<file path="src/logic/ddl_consts.vh">
// Constants for the dual converter byte-load host controller
`ifndef DDL_CONSTS_VH
`define DDL_CONSTS_VH
`define DDL_CODE_W        12
`define DDL_BYTE_W        8
`define DDL_HI_W          4
`define DDL_LO_LSB        0
`define DDL_HI_LSB        8
`define DDL_SETUP_NS      16
`define DDL_STROBE_NS     40
`define DDL_HOLD_NS       16
`define DDL_CLK_NS        8
// Phase counts in clock cycles, sized for the phase timer
`define DDL_SETUP_CYC     4'h2
`define DDL_STROBE_CYC    4'h5
`define DDL_HOLD_CYC      4'h2
`define DDL_CNT_W         4
`define DDL_FULL_SCALE    12'hFFF
`define DDL_MID_SCALE     12'h800
`define DDL_ZERO_SCALE    12'h000
`define DDL_MODE_STROBED  1'b0
`define DDL_MODE_AUTO     1'b1
`endif

</file>
<file path="src/logic/ddl_phase_timer.v">
// Phase timer: counts the cycles of one bus-cycle phase
`timescale 1ns/100ps
`include "ddl_consts.vh"
module ddl_phase_timer (
    // Clock and reset
    input  wire                  clk,
    input  wire                  reset,
    // Control
    input  wire                  load,
    input  wire [`DDL_CNT_W-1:0] count,
    // Status
    output reg                   done_r
);
    reg [`DDL_CNT_W-1:0] cnt_r;

    always @(posedge clk or posedge reset) begin
        if (reset) begin
            cnt_r  <= 4'h0;
            done_r <= 1'b0;
        end else if (load) begin
            cnt_r  <= count;
            done_r <= 1'b0;
        end else if (cnt_r != 4'h0) begin
            cnt_r  <= cnt_r - 4'h1;
            done_r <= (cnt_r == 4'h1);
        end else begin
            done_r <= 1'b0;
        end
    end
endmodule // ddl_phase_timer

</file>
<file path="src/logic/ddl_host.v">
// Host controller that loads and transfers codes into the dual converter
// Summary of operation
// Half select low lower byte, high upper
// Either half may go first
// Upper half on low four data lines
// Channel select low first, high second
// Half follows data while load low
// Transfer strobe copies both channels together
// Both strobes low makes converter transparent
// Converter registers capture on transfer rising
// Reset low zeroes every register
// Keep load high when releasing reset
// Full scale calibration loads all ones
// Bipolar zero is mid scale code
// Auto mode: four writes, transfer held low (code pulses transfer low only with the second write of each channel)
// Strobed mode: four writes plus transfer
// Strobes idle high
`timescale 1ns/100ps
`include "ddl_consts.vh"
module ddl_host (
    // Clock and reset
    input  wire                  clk,
    input  wire                  reset,
    // User request
    input  wire                  req,
    input  wire                  mode,
    input  wire                  hi_first,
    input  wire [1:0]            cal_sel,
    input  wire [`DDL_CODE_W-1:0] code_a,
    input  wire [`DDL_CODE_W-1:0] code_b,
    input  wire                  zero_req,
    output reg                   busy_r,
    output reg                   done_r,
    // Converter pins
    output reg [`DDL_BYTE_W-1:0] data_r,
    output reg                   byte_hi_r,
    output reg                   chan_b_r,
    output reg                   load_strobe_n_r,
    output reg                   output_transfer_strobe_n_r,
    output reg                   conv_reset_n_r
);
    localparam ST_IDLE  = 6'b000001;
    localparam ST_SETUP = 6'b000010;
    localparam ST_PULSE = 6'b000100;
    localparam ST_HOLD  = 6'b001000;
    localparam ST_XFER  = 6'b010000;
    localparam ST_ZERO  = 6'b100000;

    reg [5:0]             state_r;
    reg [1:0]             step_r;
    reg                   mode_r;
    reg                   hi_first_r;
    reg [`DDL_CODE_W-1:0] word_a_r;
    reg [`DDL_CODE_W-1:0] word_b_r;
    reg [`DDL_CODE_W-1:0] word_a_nxt;
    reg [`DDL_CODE_W-1:0] word_b_nxt;
    reg                   tmr_load;
    reg [`DDL_CNT_W-1:0]  tmr_count;
    wire                  tmr_done;

    wire                  cur_hi   = step_r[0] ^ hi_first_r;
    wire                  cur_b    = step_r[1];
    wire [`DDL_CODE_W-1:0] cur_word = cur_b ? word_b_r : word_a_r;
    wire                  last_of_ch = step_r[0];

    ddl_phase_timer u_tmr (
        .clk    (clk),
        .reset  (reset),
        .load   (tmr_load),
        .count  (tmr_count),
        .done_r (tmr_done)
    );

    // Calibration patterns override both channel codes
    always @* begin
        word_a_nxt = code_a;
        word_b_nxt = code_b;
        case (cal_sel)
            2'h1: begin
                word_a_nxt = `DDL_FULL_SCALE;
                word_b_nxt = `DDL_FULL_SCALE;
            end
            2'h2: begin
                word_a_nxt = `DDL_MID_SCALE;
                word_b_nxt = `DDL_MID_SCALE;
            end
            2'h3: begin
                word_a_nxt = `DDL_ZERO_SCALE;
                word_b_nxt = `DDL_ZERO_SCALE;
            end
            default: begin
                word_a_nxt = code_a;
                word_b_nxt = code_b;
            end
        endcase
    end

    always @* begin
        tmr_load  = 1'b0;
        tmr_count = 4'h0;
        case (state_r)
            ST_IDLE: begin
                tmr_load  = req | zero_req;
                tmr_count = zero_req ? `DDL_STROBE_CYC : `DDL_SETUP_CYC;
            end
            ST_SETUP: begin
                tmr_load  = tmr_done;
                tmr_count = `DDL_STROBE_CYC;
            end
            ST_PULSE: begin
                tmr_load  = tmr_done;
                tmr_count = `DDL_HOLD_CYC;
            end
            ST_HOLD: begin
                tmr_load  = tmr_done;
                tmr_count = (step_r == 2'h3 && mode_r == `DDL_MODE_STROBED)
                            ? `DDL_STROBE_CYC : `DDL_SETUP_CYC;
            end
            default: begin
                tmr_load  = 1'b0;
                tmr_count = 4'h0;
            end
        endcase
    end

    always @(posedge clk or posedge reset) begin
        if (reset) begin
            state_r                    <= ST_IDLE;
            step_r                     <= 2'h0;
            mode_r                     <= 1'b0;
            hi_first_r                 <= 1'b0;
            word_a_r                   <= 12'h000;
            word_b_r                   <= 12'h000;
            busy_r                     <= 1'b0;
            done_r                     <= 1'b0;
            data_r                     <= 8'h00;
            byte_hi_r                  <= 1'b0;
            chan_b_r                   <= 1'b0;
            load_strobe_n_r            <= 1'b1;
            output_transfer_strobe_n_r <= 1'b1;
            conv_reset_n_r             <= 1'b0;
        end else begin
            done_r <= 1'b0;
            case (state_r)
                ST_IDLE: begin
                    load_strobe_n_r            <= 1'b1;
                    output_transfer_strobe_n_r <= 1'b1;
                    conv_reset_n_r             <= 1'b1;
                    if (zero_req) begin
                        conv_reset_n_r <= 1'b0;
                        busy_r         <= 1'b1;
                        state_r        <= ST_ZERO;
                    end else if (req) begin
                        mode_r     <= mode;
                        hi_first_r <= hi_first;
                        word_a_r   <= word_a_nxt;
                        word_b_r   <= word_b_nxt;
                        step_r  <= 2'h0;
                        busy_r  <= 1'b1;
                        state_r <= ST_SETUP;
                    end
                end
                ST_SETUP: begin
                    byte_hi_r <= cur_hi;
                    chan_b_r  <= cur_b;
                    data_r    <= cur_hi
                        ? {4'h0, cur_word[`DDL_HI_LSB +: `DDL_HI_W]}
                        : cur_word[`DDL_LO_LSB +: `DDL_BYTE_W];
                    if (tmr_done) begin
                        load_strobe_n_r <= 1'b0;
                        // Auto transfer: second byte of each channel under low transfer
                        if (mode_r == `DDL_MODE_AUTO && last_of_ch)
                            output_transfer_strobe_n_r <= 1'b0;
                        state_r <= ST_PULSE;
                    end
                end
                ST_PULSE: begin
                    if (tmr_done) begin
                        // Rising edge latches input half, and converter word too after a second byte in auto mode
                        load_strobe_n_r            <= 1'b1;
                        output_transfer_strobe_n_r <= 1'b1;
                        state_r                    <= ST_HOLD;
                    end
                end
                ST_HOLD: begin
                    if (tmr_done) begin
                        if (step_r != 2'h3) begin
                            step_r  <= step_r + 2'h1;
                            state_r <= ST_SETUP;
                        end else if (mode_r == `DDL_MODE_STROBED) begin
                            output_transfer_strobe_n_r <= 1'b0;
                            state_r                    <= ST_XFER;
                        end else begin
                            busy_r  <= 1'b0;
                            done_r  <= 1'b1;
                            state_r <= ST_IDLE;
                        end
                    end
                end
                ST_XFER: begin
                    if (tmr_done) begin
                        output_transfer_strobe_n_r <= 1'b1;
                        busy_r                     <= 1'b0;
                        done_r                     <= 1'b1;
                        state_r                    <= ST_IDLE;
                    end
                end
                ST_ZERO: begin
                    if (tmr_done) begin
                        conv_reset_n_r <= 1'b1;
                        busy_r         <= 1'b0;
                        done_r         <= 1'b1;
                        state_r        <= ST_IDLE;
                    end
                end
                default: begin
                    state_r <= ST_IDLE;
                end
            endcase
        end
    end
endmodule // ddl_host

</file>
<file path="config.mk">
export PLATFORM = sky130hd
export DESIGN_NAME = ddl_host
export DESIGN_NICKNAME = d
export VERILOG_FILES = /design/src/logic/ddl_phase_timer.v /design/src/logic/ddl_host.v
export VERILOG_INCLUDE_DIRS = /design/src /design/src/logic
export SDC_FILE = /design/constraint.sdc
export NUM_CORES = 1
export LEC_CHECK = 0
export BUFFER_PORTS_ARGS = -buffer_cell sky130_fd_sc_hd__buf_2
export CORE_MARGIN = 2
export CORE_UTILIZATION = 30
export CTS_CLUSTER_SIZE = 14
export DETAILED_ROUTE_END_ITERATION = 8
export GPL_TIMING_DRIVEN = 0
export SKIP_LAST_GASP = 1
export SLEW_MARGIN = 5
export SYNTH_ARGS = -nofsm -noshare
export SYNTH_HDL_FRONTEND = slang
export SYNTH_SLANG_ARGS = --single-unit
</file>
<file path="constraint.sdc">
create_clock -name clk -period 2.15 [get_ports clk]
set_input_delay 0 -clock clk [delete_from_list [all_inputs] [get_ports clk]]
set_output_delay 0 -clock clk [all_outputs]
set_load 0.01 [all_outputs]
</file>
==> results of run 1 <==
-- cell families (layout without fill, tap and decap cells) --
group,Yosys count,after routing,synth area share (%)
buf+inv,26,112,3.94
simple gates,83,83,14.7
flops,54,54,49.1
compound gates,83,83,18.5
fa+ha+maj,5,5,2.27
mux,20,20,9.52
xor+xnor,6,6,1.90
-- final cells by class --
cell class                 instances  area (µm²)
buffer                            20        91.3
clock buffer                       5        68.8
clock inverter                     3        48.8
fill                             907        5470
inverter                           6        22.5
multi-input combinational        197        1330
sequential                        54        1360
tap                              111         139
timing repair buffer              78         543
-- layer usage --
| layer | track usage [%] | vias up | part of all wire, % |
|---|---|---|---|
| li1 | - | 1151 | - |
| met1 | 20.4 | 1101 | 48 |
| met2 | 23.1 | 60 | 46 |
| met3 | 2.09 | 9 | 4.4 |
| met4 | 5.37 | 0 | 1.6 |
| met5 | 0 | - | 0 |
-- cell usage in the layout, fill, tap and decap left out, drive strengths merged, types with 4 or more instances in the layout --
master,instances
mux4,4
inv,7
clkbuf,19
mux2,10
nand2,42
ha,5
mux2i,6
o21ai,34
dfrtp,51
buf,60
o21bai,4
dlygate4sd3,24
a21oi,26
nor3,8
nor2,12
xor2,4
o31ai,4
-- power by group --
group | internal, µW | switching (µW)
Sequential | 1400 | 237
Combinational | 825 | 929
Clock | 356 | 378
Total | 2580 | 1540
-- worst max path at each step --
stage | to | slack (ns) | depth (start not counted)
3_5_place_dp | data_r[7] | -0.15 | 5
3_3_place_gp | step_r[0] | -0.07 | 5
2_1_floorplan | step_r[0] | 0.15 | 6
6_report | step_r[0] | 0.03 | 6
5_1_grt | step_r[0] | -0.05 | 6
4_1_cts | step_r[0] | 0.007 | 6
-- tightest hold or removal path, stage by stage --
cell and delay (ns):
sky130_fd_sc_hd__buf_2 0.08, sky130_fd_sc_hd__a21oi_1 0.06, sky130_fd_sc_hd__o21ai_0 0.15
-- flip-flops by register name, summed over array words and instances, names as in the netlist --
name	count
word_b_r	12
busy_r	1
byte_hi_r	1
done_r	1
word_a_r	12
hi_first_r	1
state_r	6
output_transfer_strobe_n_r	1
data_r	8
mode_r	1
u_tmr.done_r	1
u_tmr.cnt_r	4
step_r	2
chan_b_r	1
load_strobe_n_r	1
conv_reset_n_r	1
-- stage by stage --
stage | std cells | setup TNS (ns) | instance area [µm²]
2_1_floorplan | 277 | 0 | 2760
3_3_place_gp | 434 | -0.414 | 3130
3_5_place_dp | 435 | -0.771 | 3150
4_1_cts | 470 | 0 | 3550
5_1_grt | 474 | -0.140 | 3590
6_report | 474 | 0 | 3590
-- timing repair --
action | 4_1_cts | 5_1_grt
hold buffers | 24 | 0
setup buffers | 3 | 4
gates resized for setup | 3 | 11
pin swaps | 2 | 5
hold endpoints to repair | 48 | 0
endpoints found under the setup margin | 10 | 36
==> Implementation_results.wiki, run 1 <==
{| class="wikitable"
! Metric !! Value
|-
| Violated checks || DRC
|-
| Most area-consuming cells after synthesis || sky130_fd_sc_hd__dfrtp_1 (46%), sky130_fd_sc_hd__o21ai_0 (6.2%), sky130_fd_sc_hd__nand2_1 (5.7%), sky130_fd_sc_hd__a21oi_1 (4.7%), sky130_fd_sc_hd__mux2_2 (4.1%)
|-
| H-tree lvl count || 2
|-
| Ratio of cells with drive above 1 in the final layout || 27.0%
|-
| Fraction of synthesized cell area taken by the top area cell type || 46.2%
|-
| Overall Power || 4120 µW
|-
| Synthesis-to-finish area growth || 30.2%
|-
| Die Height || 99.9 µm
|-
| Total via count in the routed design || 2321
|-
| Setup repair after global routing missed its margin || yes
|-
| Share of the core filled with cells || 39.6%
|-
| Ranking of synthesized cells by instance count || sky130_fd_sc_hd__dfrtp_1 (51), sky130_fd_sc_hd__nand2_1 (42), sky130_fd_sc_hd__o21ai_0 (34), sky130_fd_sc_hd__a21oi_1 (26), sky130_fd_sc_hd__clkbuf_1 (15)
|-
| Clk pin slew, worst setup/hold paths || 0.11 ns
|-
| Floorplan die width || 99.9 µm
|-
| Pre-antenna DRT Iters || 6
|-
| Global route total overflow || 0
|-
| Crit Path Max Fanout || 6
|-
| CP Cell Sequence || or4_4 -> or2_1 -> buf_6 -> nor3b_4 -> o21bai_2 -> mux2_2
|-
| Time the final worst path needs with I/O delays and setup || 2.12 ns
|-
| Type of the worst setup path || reg -> reg
|-
| Kind of start point of the critical path || register
|-
| Area of the core || 9060 µm²
|-
| Via count of the first global-routing pass || 2286
|-
| Number of buffers added by the clock tree synthesis step || 5
|-
| Worst reg2reg setup slack || 0.03 ns
|-
| Number of flops mapped to enable cells by yosys || 0
|-
| Maximum number of pins on one net before global-route repair || 30
|-
| Data required time of the critical path || 2.36 ns
|-
| Ant diodes || 0
|-
| Cell family with most CP delay || simple AND/OR/NAND/NOR gates
|-
| Total setup violations reported at the end of the flow || 0
|-
| Routed WL || 6920 µm
|-
| Max_slew headroom || 51.0%
|-
| Max Clock Skew || 0.00705 ns
|-
| GRT Overall Usage || 14.6%
|-
| Pleak || 0.00162 µW
|-
| NumNets Final || 399
|-
| Combined buffer and inverter count along the critical path || 1
|-
| Depth of the most critical reg-to-reg path || 6
|-
| Std cell rows || 35
|-
| Async set-or-reset flop fraction in the synthesized netlist || 100%
|-
| Initial Utilization || 30.4%
|-
| Synthesized net count || 314
|-
| Mapped Cells || 277
|-
| Final max-slew violation count || 0
|-
| Delay of the slowest cell on the worst path || 0.56 ns
|-
| End of the worst hold path || word_a_r[8]
|-
| Routability cong. || 0.822
|-
| Worst Hold Slack || 0.00685 ns
|-
| Cell type with the largest total area after synthesis || sky130_fd_sc_hd__dfrtp_1
|-
| Final hold violation count || 0
|-
| VDD IR max || 0.430 mV
|-
| Violation count after the first detailed-routing iteration || 113
|-
| Port Buf Inserts || 46
|-
| Pre-CTS setup slack || -0.150 ns
|-
| Kind of path behind the tightest hold check || in -> reg
|-
| Slew @ Worst Pin || 0.735 ns
|-
| Detailed-route DRC error count || 1
|-
| DR vias/cell || 4.90
|-
| Mean Syn Cell Area || 9.96 µm²
|-
| Clock Sink Count || 54
|-
| P per Cell Area || 1150 nW/µm²
|-
| Sequential area share after synthesis || 49.1%
|-
| DP HPWL || 4900 µm
|-
| R2R Path Start || state_r[5]
|-
| Number of register bits inferred by synthesis || 54
|-
| Clock tree from TritonCTS || yes
|-
| Max-cap violations || 0
|-
| Endpoint type of the worst setup path || register
|-
| Dominant register cell in the synthesized netlist || sky130_fd_sc_hd__dfrtp_1
|-
| Library cells used by synthesis || 48
|-
| Die area || 9980 µm²
|-
| Maximum frequency from static timing analysis || 0.471 GHz
|-
| Cell type of the slowest stage on the worst timing path || sky130_fd_sc_hd__or4_4
|-
| Result of the run || finished with violations
|-
| Cell area after synthesis || 2760 µm²
|-
| Yosys warns || 0
|-
| Max clock buf depth || 2
|-
| Number of nets with antenna violations after detailed routing || 0
|-
| Leading cell type by number of instances after synthesis || sky130_fd_sc_hd__dfrtp_1
|-
| Setup WS post-layout || 0.0283 ns
|-
| Initial antenna violation count || 0
|-
| Root buffer cell || sky130_fd_sc_hd__clkbuf_8
|-
| RR Endpoint || step_r[0]
|-
| Worst hold path cell count || 3
|-
| Number of primary I/O pins || 47
|-
| Routed wire length per instance || 14.6 µm
|-
| Latest clock arrival within the worst-skew pair || 0.32 ns
|-
| Worst hold path startpoint || code_a[8]
|-
| Worst setup path start || state_r[5]
|-
| Worst path arrival time || 2.34 ns
|-
| Period utilisation layout || 98.7%
|-
| Global-route wire length before repair || 11400 µm
|}
Power figures use the tool's default switching activity.
==> inputs of run 2 (changes only) <==
==> constraint.sdc (replaced) <==
create_clock -name clk -period 2.15 [get_ports clk]
set_input_delay 0.43 -clock clk [delete_from_list [all_inputs] [get_ports clk]]
set_output_delay 0.43 -clock clk [all_outputs]
set_load 0.01 [all_outputs]
==> run 2 against run 1 <==
Effect of this change: the flow still finishes with violations (DRC); global-route usage shrank 0.18 points; clock power barely moved; hold slack improved by 0.14 ns; utilization fell by 2.6 points; clock skew shrank 0.0015 ns; critical endpoint unchanged; non-clock buffer count shrank 24; highest routed layer unchanged; setup slack improved by 0.0058 ns; register-to-register slack is essentially flat.
==> Implementation_results.wiki, run 2 (synthesis results as in run 1) <==
{| class="wikitable"
! Metric !! Value
|-
| Result of the run || finished with violations
|-
| Violated checks || DRC
|-
| P per Cell Area || 1220 nW/µm²
|-
| Clock group share of total power || 17.9%
|-
| DR vias/cell || 5.02
|-
| Number of buffers added by the clock tree synthesis step || 5
|-
| Latest clock arrival within the worst-skew pair || 0.32 ns
|-
| Area of the core || 9060 µm²
|-
| VDD IR max || 0.430 mV
|-
| Max-cap violations || 0
|-
| Violation count after the first detailed-routing iteration || 118
|-
| CP Cell Sequence || or4_4 -> or2_1 -> buf_6 -> nor3b_4 -> o21bai_2 -> mux2_2
|-
| Detailed-route DRC error count || 1
|-
| CTS Hold Buffers Added || 0
|-
| Pleak || 0.00152 µW
|-
| Global-route wire length before repair || 11300 µm
|-
| Time the final worst path needs with I/O delays and setup || 2.12 ns
|-
| Type of the worst setup path || reg -> reg
|-
| Period utilisation layout || 98.4%
|-
| Max Clock Skew || 0.00559 ns
|-
| Die area || 9980 µm²
|-
| Total setup violations reported at the end of the flow || 0
|-
| Port Buf Inserts || 46
|-
| Setup repair after global routing missed its margin || yes
|-
| Switching fraction of total power || 37.7%
|-
| Slew @ Worst Pin || 0.738 ns
|-
| Cell type of the slowest stage on the worst timing path || sky130_fd_sc_hd__or4_4
|-
| Via count of the first global-routing pass || 2210
|-
| GRT Overall Usage || 14.4%
|-
| Largest registers in the final layout || word_a_r x12, word_b_r x12, data_r x8
|-
| Initial antenna violation count || 0
|-
| Delay of the slowest cell on the worst path || 0.56 ns
|-
| Worst path arrival time || 2.33 ns
|-
| Routability cong. || 0.822
|-
| Global route total overflow || 0
|-
| Crit Path Max Fanout || 6
|-
| Final hold violation count || 0
|-
| Most frequent cells in the layout || sky130_fd_sc_hd__dfrtp_1 (51), sky130_fd_sc_hd__buf_2 (49), sky130_fd_sc_hd__nand2_1 (41)
|-
| Final standard cell count with taps included and fillers excluded || 451
|-
| Clock tree from TritonCTS || yes
|-
| Die Height || 99.9 µm
|-
| Initial Utilization || 30.4%
|-
| Max_slew headroom || 50.8%
|-
| Cell-internal power || 2550 µW
|-
| Number of primary I/O pins || 47
|-
| Placed Instances || 435
|-
| Routed wire length per instance || 15.2 µm
|-
| Endpoint type of the worst setup path || register
|-
| DP HPWL || 4900 µm
|-
| P_sw || 1540 µW
|-
| Data required time of the critical path || 2.36 ns
|-
| H-tree lvl count || 2
|-
| Clk pin slew, worst setup/hold paths || 0.11 ns
|-
| Share of power burned in registers || 40.0%
|-
| Number of nets with antenna violations after detailed routing || 0
|-
| Max clock buf depth || 2
|-
| Maximum number of pins on one net before global-route repair || 30
|-
| Floorplan die width || 99.9 µm
|-
| Maximum frequency from static timing analysis || 0.473 GHz
|-
| Final max-slew violation count || 0
|-
| Std cell rows || 35
|-
| Clock Sink Count || 54
|-
| Part of the total power dissipated in combinational logic || 42.1%
|-
| Root buffer cell || sky130_fd_sc_hd__clkbuf_8
|-
| Setup WS post-layout || 0.0340 ns
|-
| Ratio of cells with drive above 1 in the final layout || 28.9%
|-
| Total negative slack for setup checks || 0 ns
|-
| Kind of path behind the tightest hold check || in -> async
|-
| Share of the core filled with cells || 37.0%
|-
| Total via count in the routed design || 2264
|-
| Synthesis-to-finish area growth || 21.6%
|-
| Pre-antenna DRT Iters || 7
|-
| NumNets Final || 375
|-
| Pre-CTS setup slack || -0.150 ns
|-
| Kind of start point of the critical path || register
|-
| Routed WL || 6840 µm
|-
| Most common cell after layout, fill and taps aside || sky130_fd_sc_hd__dfrtp_1
|}
-- run 2: changes by cell type in the layout (fill, tap and decap cells not counted), sizes merged --
cell         previous run  this run
diode                   0         1
dlygate4sd3            24         0
-- run 2: power by group through the flow --
stage / sequential, µW / combinational (µW) / clock, µW
2_1_floorplan: 1640 / 1170 / 0
3_3_place_gp: 1640 / 1590 / 0
3_5_place_dp: 1650 / 1630 / 0
4_1_cts: 1630 / 1670 / 745
5_1_grt: 1680 / 1920 / 786
6_report: 1640 / 1720 / 732
-- run 2: area by class of cell --
| cell class | count | area [µm²] |
|---|---|---|
| diodes | 1 | 2.50 |
| plain buffers | 20 | 91.3 |
| clock buffers | 5 | 68.8 |
| clock inverters | 3 | 48.8 |
| fillers | 926 | 5710 |
| inverters | 6 | 22.5 |
| multi-input cells | 197 | 1330 |
| flip-flops and latches | 54 | 1360 |
| well taps | 111 | 139 |
| repair buffers | 54 | 303 |
-- run 2: stage by stage --
step	cell area, µm²	power, µW	hold WS (ns)
2_1_floorplan	2760	2810	0.445
4_1_cts	3310	4050	0.169
6_report	3360	4090	0.146
3_5_place_dp	3150	3280	0.467
3_3_place_gp	3130	3220	0.461
5_1_grt	3350	4390	0.194
-- run 2: timing repair --
item / 4_1_cts / 5_1_grt
resized for setup: 3 / 11
setup endpoints to repair: 10 / 36
pin swaps: 2 / 5
setup buffers: 3 / 4
endpoints found under the hold margin: 0 / 0
-- run 2: final timing paths --
path / startpoint / end / slack (ns) / cells past startpoint
max: state_r[5] / step_r[0] / 0.03 / 6
min: reset / word_a_r[2] / 0.15 / 2
max reg2reg: state_r[5] / step_r[0] / 0.03 / 6
min reg2reg: data_r[6] / data_r[6] / 0.49 / 2
max in group asynchronous: reset / output_transfer_strobe_n_r / 1.37 / 3
min in group clk: hi_first / hi_first_r / 0.34 / 3
-- run 2: per-layer routing --
metal  wire length [µm]  vias to the layer above  global-route usage (%)
li1                   -                     1106                       -
met1               3270                     1092                    20.5
met2               3180                       59                    22.5
met3                293                        7                    2.16
met4                 92                        0                    5.06
met5                  0                        -                       0
-- run 2: worst max-delay path: cells and delay by family, from the launching register on --
kind	cells	cell delay [ns]
simple gates	3	1.06
flops	1	0.42
mux	1	0.27
buf+inv	1	0.14
compound gates	1	0.12
